--- src/dsc_pkg.sv ---
// Shared constants and types for the converter control and fabric clock block.
// Assumes a single 250 MHz core clock that stands for half a sampling period.
package dsc_pkg;
    // ------------------------------------------------------------
    // Serial frame layout
    // ------------------------------------------------------------
    localparam int ADDR_BITS = 4;
    localparam int DATA_BITS = 12;
    localparam logic [3:0] LAST_BIT_IDX = 4'h000f;

    // ------------------------------------------------------------
    // Register addresses and defaults
    // ------------------------------------------------------------
    localparam logic [3:0] ADDR_OPERATING_CONFIG = 4'h0000;
    localparam logic [3:0] ADDR_GAIN_TRIM = 4'h0001;
    localparam logic [3:0] ADDR_CLOCK_PHASE_CONTROL = 4'h0005;
    localparam logic [11:0] RST_OPERATING_CONFIG = 12'h0922;
    localparam logic [9:0] RST_GAIN_TRIM = 10'h0200;
    localparam logic [11:0] RST_CLOCK_PHASE_CONTROL = 12'h0080;
    localparam int GAIN_BITS = 10;

    // ------------------------------------------------------------
    // Field positions
    // ------------------------------------------------------------
    localparam int OPC_MUX_BIT = 0;
    localparam int OPC_UCR_LSB = 3;
    localparam int OPC_ECC_BIT = 5;
    localparam int CPC_DIV_BIT = 0;
    localparam int CPC_PSS_LSB = 1;
    localparam int CPC_MDT_LSB = 5;
    localparam logic [1:0] UCR_BY2 = 2'h0002;
    localparam logic [1:0] UCR_BY4 = 2'h0003;

    // ------------------------------------------------------------
    // Timing
    // ------------------------------------------------------------
    localparam int CLK_PERIOD_NS = 4;
    localparam int ALIGN_DELAY_NS = 64;
    localparam int ALIGN_DELAY_CYCLES = (ALIGN_DELAY_NS + CLK_PERIOD_NS - 1) / CLK_PERIOD_NS;

    // ------------------------------------------------------------
    // Types
    // ------------------------------------------------------------
    typedef struct packed {
        logic [3:0] addr;
        logic [11:0] data;
    } dsc_write_s;

    typedef struct packed {
        logic [2:0] phaseShiftSelect;
        logic outClockDivSel;
    } dsc_clk_ctrl_s;
endpackage

--- src/dsc_fabric_ctrl.sv ---
// Control and fabric clock block: serial-loaded configuration, divided and
// phase-shifted fabric clock, timer alignment and the timing violation flag.
// Assumes clk runs at twice the sampling rate (one tick = half a sampling
// period); all pins except clk and ce are asynchronous and are synchronised here.
module dsc_fabric_ctrl #(
    parameter int ALIGN_WAIT_CYCLES = dsc_pkg::ALIGN_DELAY_CYCLES
) (
    // Clock, reset, enable
    input wire logic clk,
    input wire logic rst_b,
    input wire logic ce,
    // Three-wire serial port and clear
    input wire logic serialClk,
    input wire logic serialLoad_b,
    input wire logic serialData,
    input wire logic portClear_b,
    // Timing pins
    input wire logic alignPulse,
    input wire logic inputCheckToggle,
    input wire dsc_pkg::dsc_clk_ctrl_s extClkCtrl,
    // Configuration outputs
    output logic [11:0] operatingConfig,
    output logic [9:0] gainCode,
    output logic [11:0] clockPhaseControl,
    // Fabric side
    output logic fabricClk,
    output logic dataStrobe,
    output logic timingViolationFlag
);
    // ------------------------------------------------------------
    // Elaboration checks and types
    // ------------------------------------------------------------
    if (ALIGN_WAIT_CYCLES < 1 || ALIGN_WAIT_CYCLES > 255) begin : g_bad_wait
        $error("ALIGN_WAIT_CYCLES must lie in 1..255");
    end

    localparam logic [7:0] WAIT_LAST = 8'(ALIGN_WAIT_CYCLES - 1);
    localparam int PIN_W = 10;
    // Idle levels: strobe and clear high, everything else low
    localparam logic [PIN_W-1:0] PIN_IDLE = 10'h0140;

    typedef enum logic [2:0] {
        TM_RUN = 3'b001,
        TM_HOLD = 3'b010,
        TM_WAIT = 3'b100
    } dsc_timer_state_e;

    function automatic logic [7:0] halfTicks(input logic mux2, input logic [1:0] ucr,
                                             input logic div2);
        logic [7:0] t;
        t = mux2 ? 8'h0004 : 8'h0008;
        if (ucr == dsc_pkg::UCR_BY2) begin
            t = t << 1;
        end else if (ucr == dsc_pkg::UCR_BY4) begin
            t = t << 2;
        end
        if (div2) begin
            t = t << 1;
        end
        return t;
    endfunction

    // ------------------------------------------------------------
    // Reset release and pin synchronisers
    // ------------------------------------------------------------
    logic rstMeta_reg;
    logic rstSync_b;

    always_ff @(posedge clk or negedge rst_b) begin
        if (!rst_b) begin
            rstMeta_reg <= 1'b0;
            rstSync_b <= 1'b0;
        end else begin
            rstMeta_reg <= 1'b1;
            rstSync_b <= rstMeta_reg;
        end
    end

    logic [PIN_W-1:0] pinMeta_reg;
    logic [PIN_W-1:0] pinSync_reg;
    logic sclkLast_reg;

    always_ff @(posedge clk or negedge rstSync_b) begin
        if (!rstSync_b) begin
            pinMeta_reg <= PIN_IDLE;
            pinSync_reg <= PIN_IDLE;
            sclkLast_reg <= 1'b0;
        end else if (ce) begin
            pinMeta_reg <= {serialClk, serialLoad_b, serialData, portClear_b, alignPulse,
                            inputCheckToggle, extClkCtrl};
            pinSync_reg <= pinMeta_reg;
            sclkLast_reg <= pinSync_reg[9];
        end
    end

    logic sclkRise;
    logic sldSync;
    logic sdataSync;
    logic clearSync_b;
    logic alignSync;
    logic checkSync;
    dsc_pkg::dsc_clk_ctrl_s extSync;

    assign sclkRise = pinSync_reg[9] && !sclkLast_reg;
    assign sldSync = pinSync_reg[8];
    assign sdataSync = pinSync_reg[7];
    assign clearSync_b = pinSync_reg[6];
    assign alignSync = pinSync_reg[5];
    assign checkSync = pinSync_reg[4];
    assign extSync = pinSync_reg[3:0];

    // ------------------------------------------------------------
    // Serial receiver and register file
    // ------------------------------------------------------------
    dsc_pkg::dsc_write_s wrWord;
    logic wrValid;

    dsc_serial_rx u_rx (
        .clk(clk),
        .rstSync_b(rstSync_b),
        .ce(ce),
        .sclkRise(sclkRise),
        .sldLevel(sldSync),
        .sdataLevel(sdataSync),
        .wrWord(wrWord),
        .wrValid(wrValid)
    );

    logic portClear;
    assign portClear = !clearSync_b && !sldSync;

    always_ff @(posedge clk or negedge rstSync_b) begin
        if (!rstSync_b) begin
            operatingConfig <= dsc_pkg::RST_OPERATING_CONFIG;
            gainCode <= dsc_pkg::RST_GAIN_TRIM;
            clockPhaseControl <= dsc_pkg::RST_CLOCK_PHASE_CONTROL;
        end else if (ce) begin
            if (portClear) begin
                operatingConfig <= dsc_pkg::RST_OPERATING_CONFIG;
                gainCode <= dsc_pkg::RST_GAIN_TRIM;
                clockPhaseControl <= dsc_pkg::RST_CLOCK_PHASE_CONTROL;
            end else if (wrValid) begin
                // Unimplemented addresses fall through and change nothing
                case (wrWord.addr)
                    dsc_pkg::ADDR_OPERATING_CONFIG: operatingConfig <= wrWord.data;
                    dsc_pkg::ADDR_GAIN_TRIM: gainCode <= wrWord.data[9:0];
                    dsc_pkg::ADDR_CLOCK_PHASE_CONTROL: clockPhaseControl <= wrWord.data;
                    default: begin
                    end
                endcase
            end
        end
    end

    // ------------------------------------------------------------
    // Effective clock settings
    // ------------------------------------------------------------
    logic mux2;
    logic [1:0] ucr;
    logic useExt;
    logic effDiv;
    logic [2:0] effPss;
    logic [7:0] half;
    logic [7:0] full;
    logic [7:0] dataMask;

    assign mux2 = operatingConfig[dsc_pkg::OPC_MUX_BIT];
    assign ucr = operatingConfig[dsc_pkg::OPC_UCR_LSB +: 2];
    assign useExt = operatingConfig[dsc_pkg::OPC_ECC_BIT];

    always_comb begin
        if (useExt) begin
            effDiv = extSync.outClockDivSel;
            effPss = extSync.phaseShiftSelect;
        end else begin
            effDiv = clockPhaseControl[dsc_pkg::CPC_DIV_BIT];
            effPss = clockPhaseControl[dsc_pkg::CPC_PSS_LSB +: 3];
        end
        if (mux2) begin
            effPss[2] = 1'b0;
        end
    end

    assign half = halfTicks(mux2, ucr, effDiv);
    assign full = half << 1;
    // Data period in ticks is half the undivided fabric period
    assign dataMask = halfTicks(mux2, ucr, 1'b0) - 8'h0001;

    // ------------------------------------------------------------
    // Timer, alignment and fabric clock
    // ------------------------------------------------------------
    dsc_timer_state_e tmState_reg;
    logic [7:0] waitCnt_reg;
    logic [7:0] divCnt_reg;

    // Power-on starts in the wait phase, exactly as after an align pulse
    always_ff @(posedge clk or negedge rstSync_b) begin
        if (!rstSync_b) begin
            tmState_reg <= TM_WAIT;
            waitCnt_reg <= 8'h0000;
        end else if (ce) begin
            case (tmState_reg)
                TM_RUN: begin
                    if (alignSync) begin
                        tmState_reg <= TM_HOLD;
                    end
                end
                TM_HOLD: begin
                    waitCnt_reg <= 8'h0000;
                    if (!alignSync) begin
                        tmState_reg <= TM_WAIT;
                    end
                end
                TM_WAIT: begin
                    if (alignSync) begin
                        tmState_reg <= TM_HOLD;
                    end else if (waitCnt_reg == WAIT_LAST) begin
                        tmState_reg <= TM_RUN;
                    end else begin
                        waitCnt_reg <= waitCnt_reg + 8'h0001;
                    end
                end
                default: begin
                    tmState_reg <= TM_HOLD;
                end
            endcase
        end
    end

    logic running;
    logic [7:0] shifted;
    assign running = tmState_reg == TM_RUN;
    assign shifted = (divCnt_reg >= {5'h0000, effPss}) ? divCnt_reg - {5'h0000, effPss}
                   : divCnt_reg + full - {5'h0000, effPss};

    always_ff @(posedge clk or negedge rstSync_b) begin
        if (!rstSync_b) begin
            divCnt_reg <= 8'h0000;
            fabricClk <= 1'b0;
            dataStrobe <= 1'b0;
        end else if (ce) begin
            if (!running) begin
                divCnt_reg <= 8'h0000;
                fabricClk <= 1'b0;
                dataStrobe <= 1'b0;
            end else begin
                // Wrap also covers a ratio shrinking under a running count
                divCnt_reg <= (divCnt_reg >= full - 8'h0001) ? 8'h0000 : divCnt_reg + 8'h0001;
                fabricClk <= shifted >= half;
                dataStrobe <= (divCnt_reg & dataMask) == 8'h0000;
            end
        end
    end

    // ------------------------------------------------------------
    // Input check and violation flag
    // ------------------------------------------------------------
    // Samples one tick early and late, i.e. half a sampling period either side
    logic [2:0] checkHist_reg;

    always_ff @(posedge clk or negedge rstSync_b) begin
        if (!rstSync_b) begin
            checkHist_reg <= 3'h0000;
            timingViolationFlag <= 1'b0;
        end else if (ce) begin
            checkHist_reg <= {checkHist_reg[1:0], checkSync};
            if (running && (divCnt_reg & dataMask) == 8'h0000) begin
                timingViolationFlag <= checkHist_reg[0] ^ checkHist_reg[2];
            end
        end
    end
endmodule

--- src/dsc_serial_rx.sv ---
// Three-wire write-only serial receiver: assembles address and data frames.
// Assumes serial inputs already synchronised and a one-cycle rising-edge pulse.
module dsc_serial_rx (
    // Clock, reset, enable
    input wire logic clk,
    input wire logic rstSync_b,
    input wire logic ce,
    // Synchronised serial port
    input wire logic sclkRise,
    input wire logic sldLevel,
    input wire logic sdataLevel,
    // Completed frame
    output dsc_pkg::dsc_write_s wrWord,
    output logic wrValid
);
    typedef enum logic [2:0] {
        SR_IDLE = 3'b001,
        SR_SHIFT = 3'b010,
        SR_DONE = 3'b100
    } dsc_rx_state_e;

    dsc_rx_state_e state_reg;
    logic [3:0] bitCnt_reg;
    logic [14:0] shift_reg;
    logic takeBit;

    assign takeBit = ce && sclkRise && !sldLevel && state_reg != SR_DONE;

    always_ff @(posedge clk or negedge rstSync_b) begin
        if (!rstSync_b) begin
            state_reg <= SR_IDLE;
            bitCnt_reg <= 4'h0000;
            shift_reg <= 15'h0000;
        end else if (ce && sclkRise) begin
            if (sldLevel) begin
                // Strobe high aborts any partial frame
                state_reg <= SR_IDLE;
                bitCnt_reg <= 4'h0000;
            end else begin
                case (state_reg)
                    SR_IDLE, SR_SHIFT: begin
                        shift_reg <= {shift_reg[13:0], sdataLevel};
                        bitCnt_reg <= bitCnt_reg + 4'h0001;
                        state_reg <= (bitCnt_reg == dsc_pkg::LAST_BIT_IDX) ? SR_DONE : SR_SHIFT;
                    end
                    SR_DONE: begin
                        state_reg <= SR_DONE;
                    end
                    default: begin
                        state_reg <= SR_IDLE;
                    end
                endcase
            end
        end
    end

    always_ff @(posedge clk or negedge rstSync_b) begin
        if (!rstSync_b) begin
            wrValid <= 1'b0;
            wrWord <= '0;
        end else if (ce) begin
            wrValid <= takeBit && bitCnt_reg == dsc_pkg::LAST_BIT_IDX;
            wrWord <= {shift_reg, sdataLevel};
        end
    end
endmodule

--- config.mk ---
export PLATFORM = sky130hd
export DESIGN_NAME = dsc_fabric_ctrl
export DESIGN_NICKNAME = d
export VERILOG_FILES = /design/src/dsc_pkg.sv /design/src/dsc_fabric_ctrl.sv /design/src/dsc_serial_rx.sv
export SDC_FILE = /design/constraint.sdc
export NUM_CORES = 1
export LEC_CHECK = 0
export BUFFER_PORTS_ARGS = -buffer_cell sky130_fd_sc_hd__buf_4
export CORE_MARGIN = 5
export CORE_UTILIZATION = 55
export CTS_BUF_LIST = sky130_fd_sc_hd__clkbuf_16
export DETAILED_ROUTE_END_ITERATION = 7
export HOLD_SLACK_MARGIN = 0.08
export PLACE_DENSITY = 0.79
export REMOVE_ABC_BUFFERS = 1
export SLEW_MARGIN = 15
export SYNTH_ARGS = -nofsm -noshare
export SYNTH_HDL_FRONTEND = slang
export SYNTH_SLANG_ARGS = --single-unit
--- constraint.sdc ---
create_clock -name clk -period 11.4 [get_ports clk]
set_input_delay 1.14 -clock clk [delete_from_list [all_inputs] [get_ports clk]]
set_output_delay 1.14 -clock clk [all_outputs]
set_load 0.01 [all_outputs]
; Word level (Yosys, flattened, before mapping)
; Cells that the tools add are included.
[totals]
ff_bits = 121
inputBits = 13
out_inout_bits = 37
word_cells = 114
[op_classes]
addsub = 8
n_lt_le_gt_ge = 3
n_eq_ne = 18
n_mux = 34
bitwise = 3
reduce_logical = 27
[op_table]
columns = operator, count
row1 = $mux 12, 6
row2 = $mux 8, 6
row3 = $mux 10, 3
row4 = $mux 3, 7
row5 = $add 8x1->8 const B, 2
row6 = $ge 8x8->1, 2
row7 = $pmux 8 s2, 1
row8 = $sub 8x1->8 const B, 2
row9 = $sub 8x3->8, 2
row10 = $mux 4, 3
row11 = $mux 6, 2
row12 = $reduce_and 3->1, 4
row13 = $reduce_bool 2->1, 6
row14 = $pmux 3 s3, 1
row15 = $add 8x8->8, 1
row16 = $and 8x8->8, 1
row17 = $eq 8x4->1 const B, 1
row18 = $ge 8x3->1, 1
row19 = $logic_not 8->1, 1
row20 = $ne 2x2->1 const B, 4
row21 = $reduce_and 4->1, 2
row22 = $logic_and 1x1->1, 7
row23 = $eq 3x1->1 const B, 2
row24 = $eq 3x2->1 const B, 2
row25 = 15 further kinds, 24

; Longest topological paths before layout
; Gate-level depths: netlist (run 1).
[depth]
ltp_word = 9
mapped_depth = 19
ltp_nobuf = 18

; Hierarchy
; A second synthesis (run 1) with hierarchy kept.
[hier_totals]
cells_unflattened = 557
area_unflattened_um2 = 6242.2
[by_module_without_submodules]
columns = module, n_inst, cells_per_inst, area_per_inst_um2, seq_area_each_um2
row1 = dsc_fabric_ctrl, 1, 441, 4513.1, 2065.7
row2 = dsc_serial_rx, 1, 116, 1729.2, 977.2

; Worst setup path before layout (run 1)
; No wires, ideal clock.
[synth_timing]
path_type = register -> register
startpoint = register operatingConfig[5]
endpoint = register fabricClk
t_arrival_ns = 3.867
required_ns = 11.267
path_slack_ns = 7.400
stages_incl_launch_ff = 20
cell_sequence = dfstp_2 > buf_2 > mux2i_1 > nand2_1 > nor2_1 > inv_1 > ha_1 > inv_1 > ha_1 > o21ai_0 > a21oi_1 > o21ai_0 > nor4b_1 > nor3_1 > ha_1 > and3_1 > a21oi_1 > o21ai_0 > o41ai_1 > a21oi_1
[synth_between]
elab_chain_len = 7
[synth_rtl]
columns = item, line
row1 = "start, declared", dsc_fabric_ctrl.sv:22  ; output logic [11:0] operatingConfig,
row2 = "start signal, assigned", dsc_fabric_ctrl.sv:134  ; operatingConfig <= dsc_pkg::RST_OPERATING_CONFIG;
row3 = "start signal, assigned", dsc_fabric_ctrl.sv:139  ; operatingConfig <= dsc_pkg::RST_OPERATING_CONFIG;
row4 = "start signal, assigned", dsc_fabric_ctrl.sv:145  ; dsc_pkg::ADDR_OPERATING_CONFIG: operatingConfig <= wrWord.data;
row5 = $mux 1, dsc_fabric_ctrl.sv:172  ; if (useExt) begin
row6 = $mux 8, dsc_fabric_ctrl.sv:57  ; if (div2) begin
row7 = $add 8x8->8, dsc_fabric_ctrl.sv:234  ; : divCnt_reg + full - {5'h0000, effPss};
row8 = $sub 8x3->8, dsc_fabric_ctrl.sv:234
row9 = $mux 8, dsc_fabric_ctrl.sv:233  ; assign shifted = (divCnt_reg >= {5'h0000, effPss}) ? divCnt_reg - {5'h0000, effPss}
row10 = $ge 8x8->1 (*), dsc_fabric_ctrl.sv:249  ; fabricClk <= shifted >= half;
row11 = $mux 1 (*), dsc_fabric_ctrl.sv:242  ; if (!running) begin
row12 = "end signal, assigned", dsc_fabric_ctrl.sv:249
row13 = "end, declared", dsc_fabric_ctrl.sv:26  ; output logic fabricClk,
; Mark *: on every way between the ends. The rest lies on a longest branch, timed or not.
; A chain may end at the register's enable or synchronous reset.

; Final worst setup path (run 1)
; Same ends and word-level chain as after synthesis.

==> out/qor.yml, run 1 <==
dieHeight_um: 115
final_nets: 647
worstMarginPinSlew_ns: 1.07
yosys.area_share.adder_pct: 6.54
synthArstFlopShare_pct: 100
wl_per_cell_um: 17.0
avgViaCountPerCell: 5.78
area_delta_synth_final_pct: 18.8
grt_pass1_wl_mm: 21.6
drt_wl_total_mm: 12.9
critical_path_arrival_ns: 4.75
diodes: 0
synth_edf_count: 0
synth-simple-area-share_pct: 12.2
synth.area.mux_share_pct: 14.2
final_cells: 757
cp-start-kind: "flip-flop"
die-area_um2: 13300
rsz0062_at_grt: "no"
synth_top_cell_by_area: "dfrtp_1"
core_area_um2: 10800
tns_ns: 0
placed_cells: 725
clockBufferDepth: 2
cts_setup_buffers: 0
num_rows: 38
cts_buffers: 17
cts_tree: "done"
maxCapViolCount: 0
fin_skew_ns: 0.00760
worstPathRequired_ns: 11.68
layout_min_cycle_time_ns: 4.47
cts_resized: 0
synth_ff_type: "dfrtp_1"
synth-seq-cells: 121
hold_class: "flip-flop to async pin"
clkTransAtPathRegs_ns: 0.06
clock_tree.root_cell: "clkbuf_16"
synth_xor_area_share_pct: 2.74
reg2reg_depth: 18
reg2reg_slack_ns: 6.93
synth_most_common_cell: "dfrtp_1"
slew_headroom_pct: 28.3
whs_ns: 0.284
clock.fmax_mhz: 224
syn_area_um2: 6080
numPortBuffers: 49
worstReg2RegStart: "operatingConfig[5]$_DFFE_PN1P_"
first_iter_violations: 215
antenna_found_initial: 0
hold_buffers: 0
power.density_nw_per_um2: 236
hpwl_mm: 8.87
syn_inst: 554
crit_path_end_kind: "flip-flop"
hold_violations: 0
maxSlewViolCount: 0
path_class: "flip-flop to flip-flop"
initial_utilization_pct: 56.1
synth_compound_area_share_pct: 10.8
crit_fanout: 8
synthTopCellsByArea: "dfrtp_1, mux2_2, ha_1"
cts.sinks: 121
grt_max_degree: 84
synth_top_family_by_area: "multiplexers"
p_leak_nw: 3.38
synth_warnings: 0
dr.pass1.iters: 4
grt-ovfl-total: 0
h-tree-depth: 4
yosysSeqAreaShare_pct: 50.0
ant_nets: 0
grt_usage_pct: 20.9
insertion_delay_ns: 0.41
synth_top_area_share_pct: 44.8
ioPinCount: 50
p_total_mw: 1.70
setup_viol: 0
synth_common_cells: "dfrtp_1, mux2_2, nand2_1, o21ai_0, inv_1"
design_area_um2: 7220
r2r-end: "fabricClk$_DFFE_PN0P_"
period_share_pct: 39.2
drc: 0
ir_worst_vdd_mv: 0.142
vias: 4376
synth.distinct_cells: 55
status: "finished clean"
die_w_um: 115
synth_area_per_cell_um2: 11.0
dpl-instance-area_um2: 6580
drive_gt1_share_pct: 28.7
grt_pass1_vias: 4568
largest_reg_flops: 16
place_congestion: 0.915
## final cells by class
type                    instances  area (um2)
fillers                       806        3620
flip-flops and latches        121        3050
multi-input cells             380        2840
clock buffers                  17         425
repair buffers                 53         398
clock inverters                15         223
well taps                     140         175
inverters                      31         116
## worst max-delay path by stage
stage	to	depth (start not counted)	startpoint	slack (ns)
2_1_floorplan	u_rx.shift_reg[10]$_DFFE_PN0P_	3	ce	7.48
3_3_place_gp	fabricClk$_DFFE_PN0P_	18	operatingConfig[5]$_DFFE_PN1P_	7.24
3_5_place_dp	fabricClk$_DFFE_PN0P_	18	operatingConfig[5]$_DFFE_PN1P_	6.96
4_1_cts	fabricClk$_DFFE_PN0P_	18	operatingConfig[5]$_DFFE_PN1P_	6.94
5_1_grt	fabricClk$_DFFE_PN0P_	18	operatingConfig[5]$_DFFE_PN1P_	6.53
6_report	fabricClk$_DFFE_PN0P_	18	operatingConfig[5]$_DFFE_PN1P_	6.93
## metal layers
metal | global-route usage, % | part of all wire, % | wire, um | vias up
met5 | 0 | 0 | 0 | -
met4 | 7.59 | 1.6 | 206 | 0
met3 | 5.79 | 3.6 | 464 | 21
met2 | 37.0 | 55 | 7020 | 69
met1 | 24.2 | 40 | 5160 | 2224
li1 | - | - | - | 2062
## cells in the final DEF, fill, tap and decap left out, types with 4 or more instances in the layout
cell / count
nand2_1: 45
and2_1: 5
nor2b_1: 9
or2_2: 4
mux2_2: 71
bufinv_16: 5
nand3b_1: 5
a31oi_1: 10
ha_1: 27
nand3_1: 17
o22ai_1: 4
buf_4: 53
xor2_1: 5
inv_1: 31
a22o_1: 4
dfrtp_1: 108
clkbuf_16: 17
mux2i_1: 5
xnor2_1: 14
nor3_1: 5
and3_1: 8
nand2b_1: 8
a21oi_1: 19
o21ai_0: 39
nor2_1: 25
a211oi_1: 5
dfstp_2: 12
## cell families after synthesis
group | Yosys count
buffers and inverters | 54
adder cells (fa/ha/maj) | 30
other | 1
multiplexers | 77
AO/OA/AOI/OAI | 106
AND/OR/NAND/NOR | 146
flip-flops | 121
XOR/XNOR | 19
## report_power, final
| group | leakage [nW] | switching (mW) | total, mW | internal (mW) |
|---|---|---|---|---|
| registers | 1.57 | 0.0721 | 0.580 | 0.508 |
| clock network | 0.312 | 0.194 | 0.583 | 0.388 |
| logic | 1.50 | 0.282 | 0.540 | 0.257 |
## metrics by stage
step / util, % / worst slack (ns)
3_5_place_dp: 60.7 / 6.96
3_3_place_gp: 60.7 / 7.24
6_report: 66.6 / 6.93
4_1_cts: 66.6 / 6.94
2_1_floorplan: - / 7.48
5_1_grt: 66.6 / 6.53
## critical path: stages (launching register included)
cell	delay, ns
dfstp_2	0.61
mux2i_1	0.53
nand2_1	0.15
nor2_1	0.21
inv_1	0.12
ha_1	0.28
inv_1	0.04
ha_1	0.34
o21ai_0	0.18
a21oi_1	0.08
o21ai_0	0.23
nor4b_1	0.32
nor3_1	0.10
ha_1	0.33
and3_1	0.17
a21oi_1	0.10
o21ai_0	0.13
o41ai_1	0.35
a21oi_1	0.07
No activity file was read; power rests on OpenSTA's default activity.
==> run 2, diff against run 1 <==
--- a/config.mk
+++ b/config.mk
@@ -5,13 +5,14 @@
 export SDC_FILE = /design/constraint.sdc
 export NUM_CORES = 1
 export LEC_CHECK = 0
+export ABC_AREA = 1
 export BUFFER_PORTS_ARGS = -buffer_cell sky130_fd_sc_hd__buf_4
 export CORE_MARGIN = 5
-export CORE_UTILIZATION = 55
+export CORE_UTILIZATION = 54
 export CTS_BUF_LIST = sky130_fd_sc_hd__clkbuf_16
 export DETAILED_ROUTE_END_ITERATION = 7
 export HOLD_SLACK_MARGIN = 0.08
-export PLACE_DENSITY = 0.79
+export PLACE_DENSITY = 0.81
 export REMOVE_ABC_BUFFERS = 1
 export SLEW_MARGIN = 15
 export SYNTH_ARGS = -nofsm -noshare
==> constraint.sdc (replaced) <==
create_clock -name clk -period 4.04 [get_ports clk]
set_input_delay 0.404 -clock clk [delete_from_list [all_inputs] [get_ports clk]]
set_output_delay 0.404 -clock clk [all_outputs]
set_load 0.01 [all_outputs]
==> run 2 against run 1 <==
Net effect:
- first-iteration DRC count is 88% higher
- combinational power grew to 3.8 times the previous value
- total power grew to 3.3 times the previous value
- register-to-register slack worse by 6.3 ns
- cell count is 25% higher
- wire length is 6.4% higher
- sequential cell count stayed put
- fmax is 30% higher
- sequential power grew to 3.3 times the previous value
- worst setup slack worse by 6.3 ns
- die area is 0.81% higher
- synthesized area is 0.95% lower
==> out/qor.yml, run 2 <==
critical_path_arrival_ns: 3.73  # was 4.75 ns
synthTopCellsByArea: "dfrtp_1, nand2_1, o21ai_0"  # was dfrtp_1, mux2_2, ha_1
reg2reg_depth: 22  # was 18
layout_min_cycle_time_ns: 3.43  # was 4.47 ns
crit_fanout: 8  # unchanged
final_common_cell: "nand2_1"  # was dfrtp_1
grt-ovfl-total: 0  # unchanged
synth_edf_count: 0  # unchanged
maxSlewViolCount: 0  # unchanged
cts_buffers: 17  # unchanged
setup_viol: 0  # unchanged
vias: 5079  # was 4376
die_w_um: 116  # was 115 um
whs_path_depth: 3
synth.distinct_cells: 39  # was 55
drc: 0  # unchanged
syn_inst: 739  # was 554
avgViaCountPerCell: 5.36  # was 5.78
cts_resized: 0  # unchanged
core_area_um2: 10900  # was 10800 um2
initial_utilization_pct: 55.3  # was 56.1%
ioPinCount: 50  # unchanged
multiInputGateArea_um2: 2560  # was 2840 um2
yosysSeqAreaShare_pct: 50.5  # was 50.0%
power.density_nw_per_um2: 772  # was 236 nW/um2
hold_class: "primary input to flip-flop"  # was flip-flop to async pin
grt_pass1_wl_mm: 23.6  # was 21.6 mm
antenna_found_initial: 0  # unchanged
clockBufferDepth: 2  # unchanged
area_delta_synth_final_pct: 19.0  # was 18.8%
nFillCells: 822  # was 806
dr.pass1.iters: 5  # was 4
whs_ns: 0.198  # was 0.284 ns
hold_violations: 0  # unchanged
grt_pass1_vias: 5214  # was 4568
syn_area_um2: 6020  # was 6080 um2
synth_common_cells: "nand2_1, dfrtp_1, o21ai_0, inv_1, nor2_1"  # was dfrtp_1, mux2_2, nand2_1, o21ai_0, inv_1
crit_path_end_kind: "flip-flop"  # unchanged
path_class: "flip-flop to flip-flop"  # unchanged
p_leak_nw: 3.66  # was 3.38 nW
largest_reg_flops: 16  # unchanged
period_share_pct: 85.0  # was 39.2%
drt_wl_total_mm: 13.7  # was 12.9 mm
synth-seq-cells: 121  # unchanged
worstMarginPinSlew_ns: 0.927  # was 1.07 ns
final_cell_mix: "nand2_1, dfrtp_1, o21ai_0, inv_1, buf_4"  # was dfrtp_1, mux2_2, buf_4, nand2_1, o21ai_0
synth_ff_type: "dfrtp_1"  # unchanged
h-tree-depth: 4  # unchanged
numPortBuffers: 49  # unchanged
maxCapViolCount: 0  # unchanged
power_switching_mw: 2.06  # was 549 uW
synth_area_per_cell_um2: 8.15  # was 11.0 um2
fin_skew_ns: 0.0118  # was 0.00760 ns
synth_warnings: 0  # unchanged
diodes: 0  # unchanged
first_iter_violations: 405  # was 215
dieHeight_um: 116  # was 115 um
wl_per_cell_um: 14.4  # was 17.0 um
grt_usage_pct: 22.1  # was 20.9%
fin_ws_ns: 0.607  # was 6.93 ns
rsz0062_at_grt: "no"  # unchanged
hpwl_mm: 9.29  # was 8.87 mm
cp-start-kind: "flip-flop"  # unchanged
grt_max_degree: 50  # was 84
place_congestion: 0.970  # was 0.915
clock.fmax_mhz: 291  # was 224 MHz
clkTransAtPathRegs_ns: 0.06  # about the same
final_nets: 838  # was 647
p_comb_share_pct: 37.3  # was 31.7%
synthArstFlopShare_pct: 100  # unchanged
die-area_um2: 13400  # was 13300 um2
num_rows: 38  # unchanged
cts.sinks: 121  # unchanged
seqCellArea_um2: 3050  # unchanged
ir_worst_vdd_mv: 0.445  # was 0.142 mV
synth_top_cell_by_area: "dfrtp_1"  # unchanged
clockPowerShare_pct: 28.4  # was 34.2%
ant_nets: 0  # unchanged
synth_most_common_cell: "nand2_1"  # was dfrtp_1
tns_ns: 0  # unchanged
p_int_mw: 3.48  # was 1.15 mW
clock_tree.root_cell: "clkbuf_16"  # unchanged
status: "finished clean"  # unchanged
synth_top_area_share_pct: 45.3  # was 44.8%
swShare_pct: 37.2  # was 32.2%
post-place-ws_ns: 0.662  # was 6.96 ns
cts_tree: "done"  # unchanged
drive_gt1_share_pct: 13.6  # was 28.7%
worstPathRequired_ns: 4.33  # was 11.68 ns
seqPwrFrac_pct: 34.4  # was 34.1%
insertion_delay_ns: 0.41  # about the same
slew_headroom_pct: 37.8  # was 28.3%
==> run 2: changes by cell type after synthesis, sizes merged, moves of 12 or more <==
| cell | previous run | this run |
|---|---|---|
| xnor2 | 14 | 2 |
| nor2 | 25 | 41 |
| inv | 31 | 88 |
| nand2 | 45 | 238 |
| nand3 | 17 | 31 |
| o21ai | 43 | 101 |
| mux2 | 72 | 0 |
==> run 2: cells by family (layout without fill, tap and decap cells) <==
kind of cell / after synthesis / count (layout) / synth area share, %
AOI/OAI and AO/OA: 131 / 131 / 11.4
other: 1 / 2 / 0.0622
and+or+nand+nor: 334 / 334 / 22.7
adders and majority gates: 30 / 30 / 6.60
DFF: 121 / 121 / 50.5
buffers and inverters: 111 / 179 / 7.12
xor gates and xnor gates: 11 / 11 / 1.60
==> run 2: power by group through the flow <==
stage	Clock (mW)	Combinational (mW)	Sequential [mW]
after CTS	1.59	2.06	1.90
final	1.57	2.06	1.90
after global routing	1.65	2.37	1.95
after floorplan	0	1.30	1.93
after global placement	0	1.93	1.89
after detailed placement	0	2.02	1.90
==> run 2: critical path: stages, from the launching register on <==
cell and delay (ns):
dfstp_2 0.57, inv_1 0.10, nand2_1 0.07, nand2_1 0.15, nor2_1 0.23, inv_1 0.11
ha_1 0.30, inv_1 0.04, ha_1 0.36, nand2_1 0.08, inv_1 0.05, a21oi_1 0.16
xor2_1 0.16, nand2_1 0.06, o21ai_0 0.07, inv_1 0.06, ha_1 0.30, a21oi_1 0.14
nand2_1 0.07, nand2_1 0.05, nand3_1 0.07, nand2_1 0.06, nand2_1 0.06
==> run 2: area by class of cell <==
class	instances	share of cell area, %
Timing Repair Buffer	57	6.00
Clock buffer	17	5.93
Inverter	90	4.73
Clock inverter	15	2.76
Multi-Input combinational cell	508	35.6
Tap cell	140	2.44
Sequential cell	121	42.5
==> run 2: repair_timing <==
| item | in CTS | in global routing |
|---|---|---|
| buffers inserted | 0 | 0 |
| hold endpoints to repair | 2 | 0 |
| hold buffers | 1 | 0 |
==> run 2: per-stage QoR <==
stage | utilization, % | area (um2) | std cells | power (mW)
floorplan | - | 5940 | 719 | 3.23
CTS | 65.9 | 7170 | 948 | 5.55
finish | 65.9 | 7170 | 948 | 5.54
global placement | 60.0 | 6540 | 915 | 3.81
global route | 65.9 | 7170 | 948 | 5.98
detailed placement | 60.0 | 6540 | 915 | 3.93
==> run 2: final timing paths <==
path	slack, ns	end	start
worst max-delay path	0.61	fabricClk$_DFFE_PN0P_	operatingConfig[5]$_DFFE_PN1P_
worst min-delay path	0.20	pinMeta_reg[4]$_DFFE_PN0P_	inputCheckToggle
worst max register to register	0.61	fabricClk$_DFFE_PN0P_	operatingConfig[5]$_DFFE_PN1P_
worst min register to register	0.33	pinSync_reg[4]$_DFFE_PN0P_	rstSync_b$_DFF_PN0_
max in group asynchronous	2.79	operatingConfig[8]$_DFFE_PN1P_	rstSync_b$_DFF_PN0_
min in group asynchronous	0.31	rstMeta_reg$_DFF_PN0_	rst_b
==> run 2: metal layers <==
layer	global-route usage, %	vias up	routed length, um
li1	-	2483	-
met1	28.6	2440	5970
met2	36.8	132	6840
met3	4.96	24	654
met4	7.89	0	208
met5	0	-	0
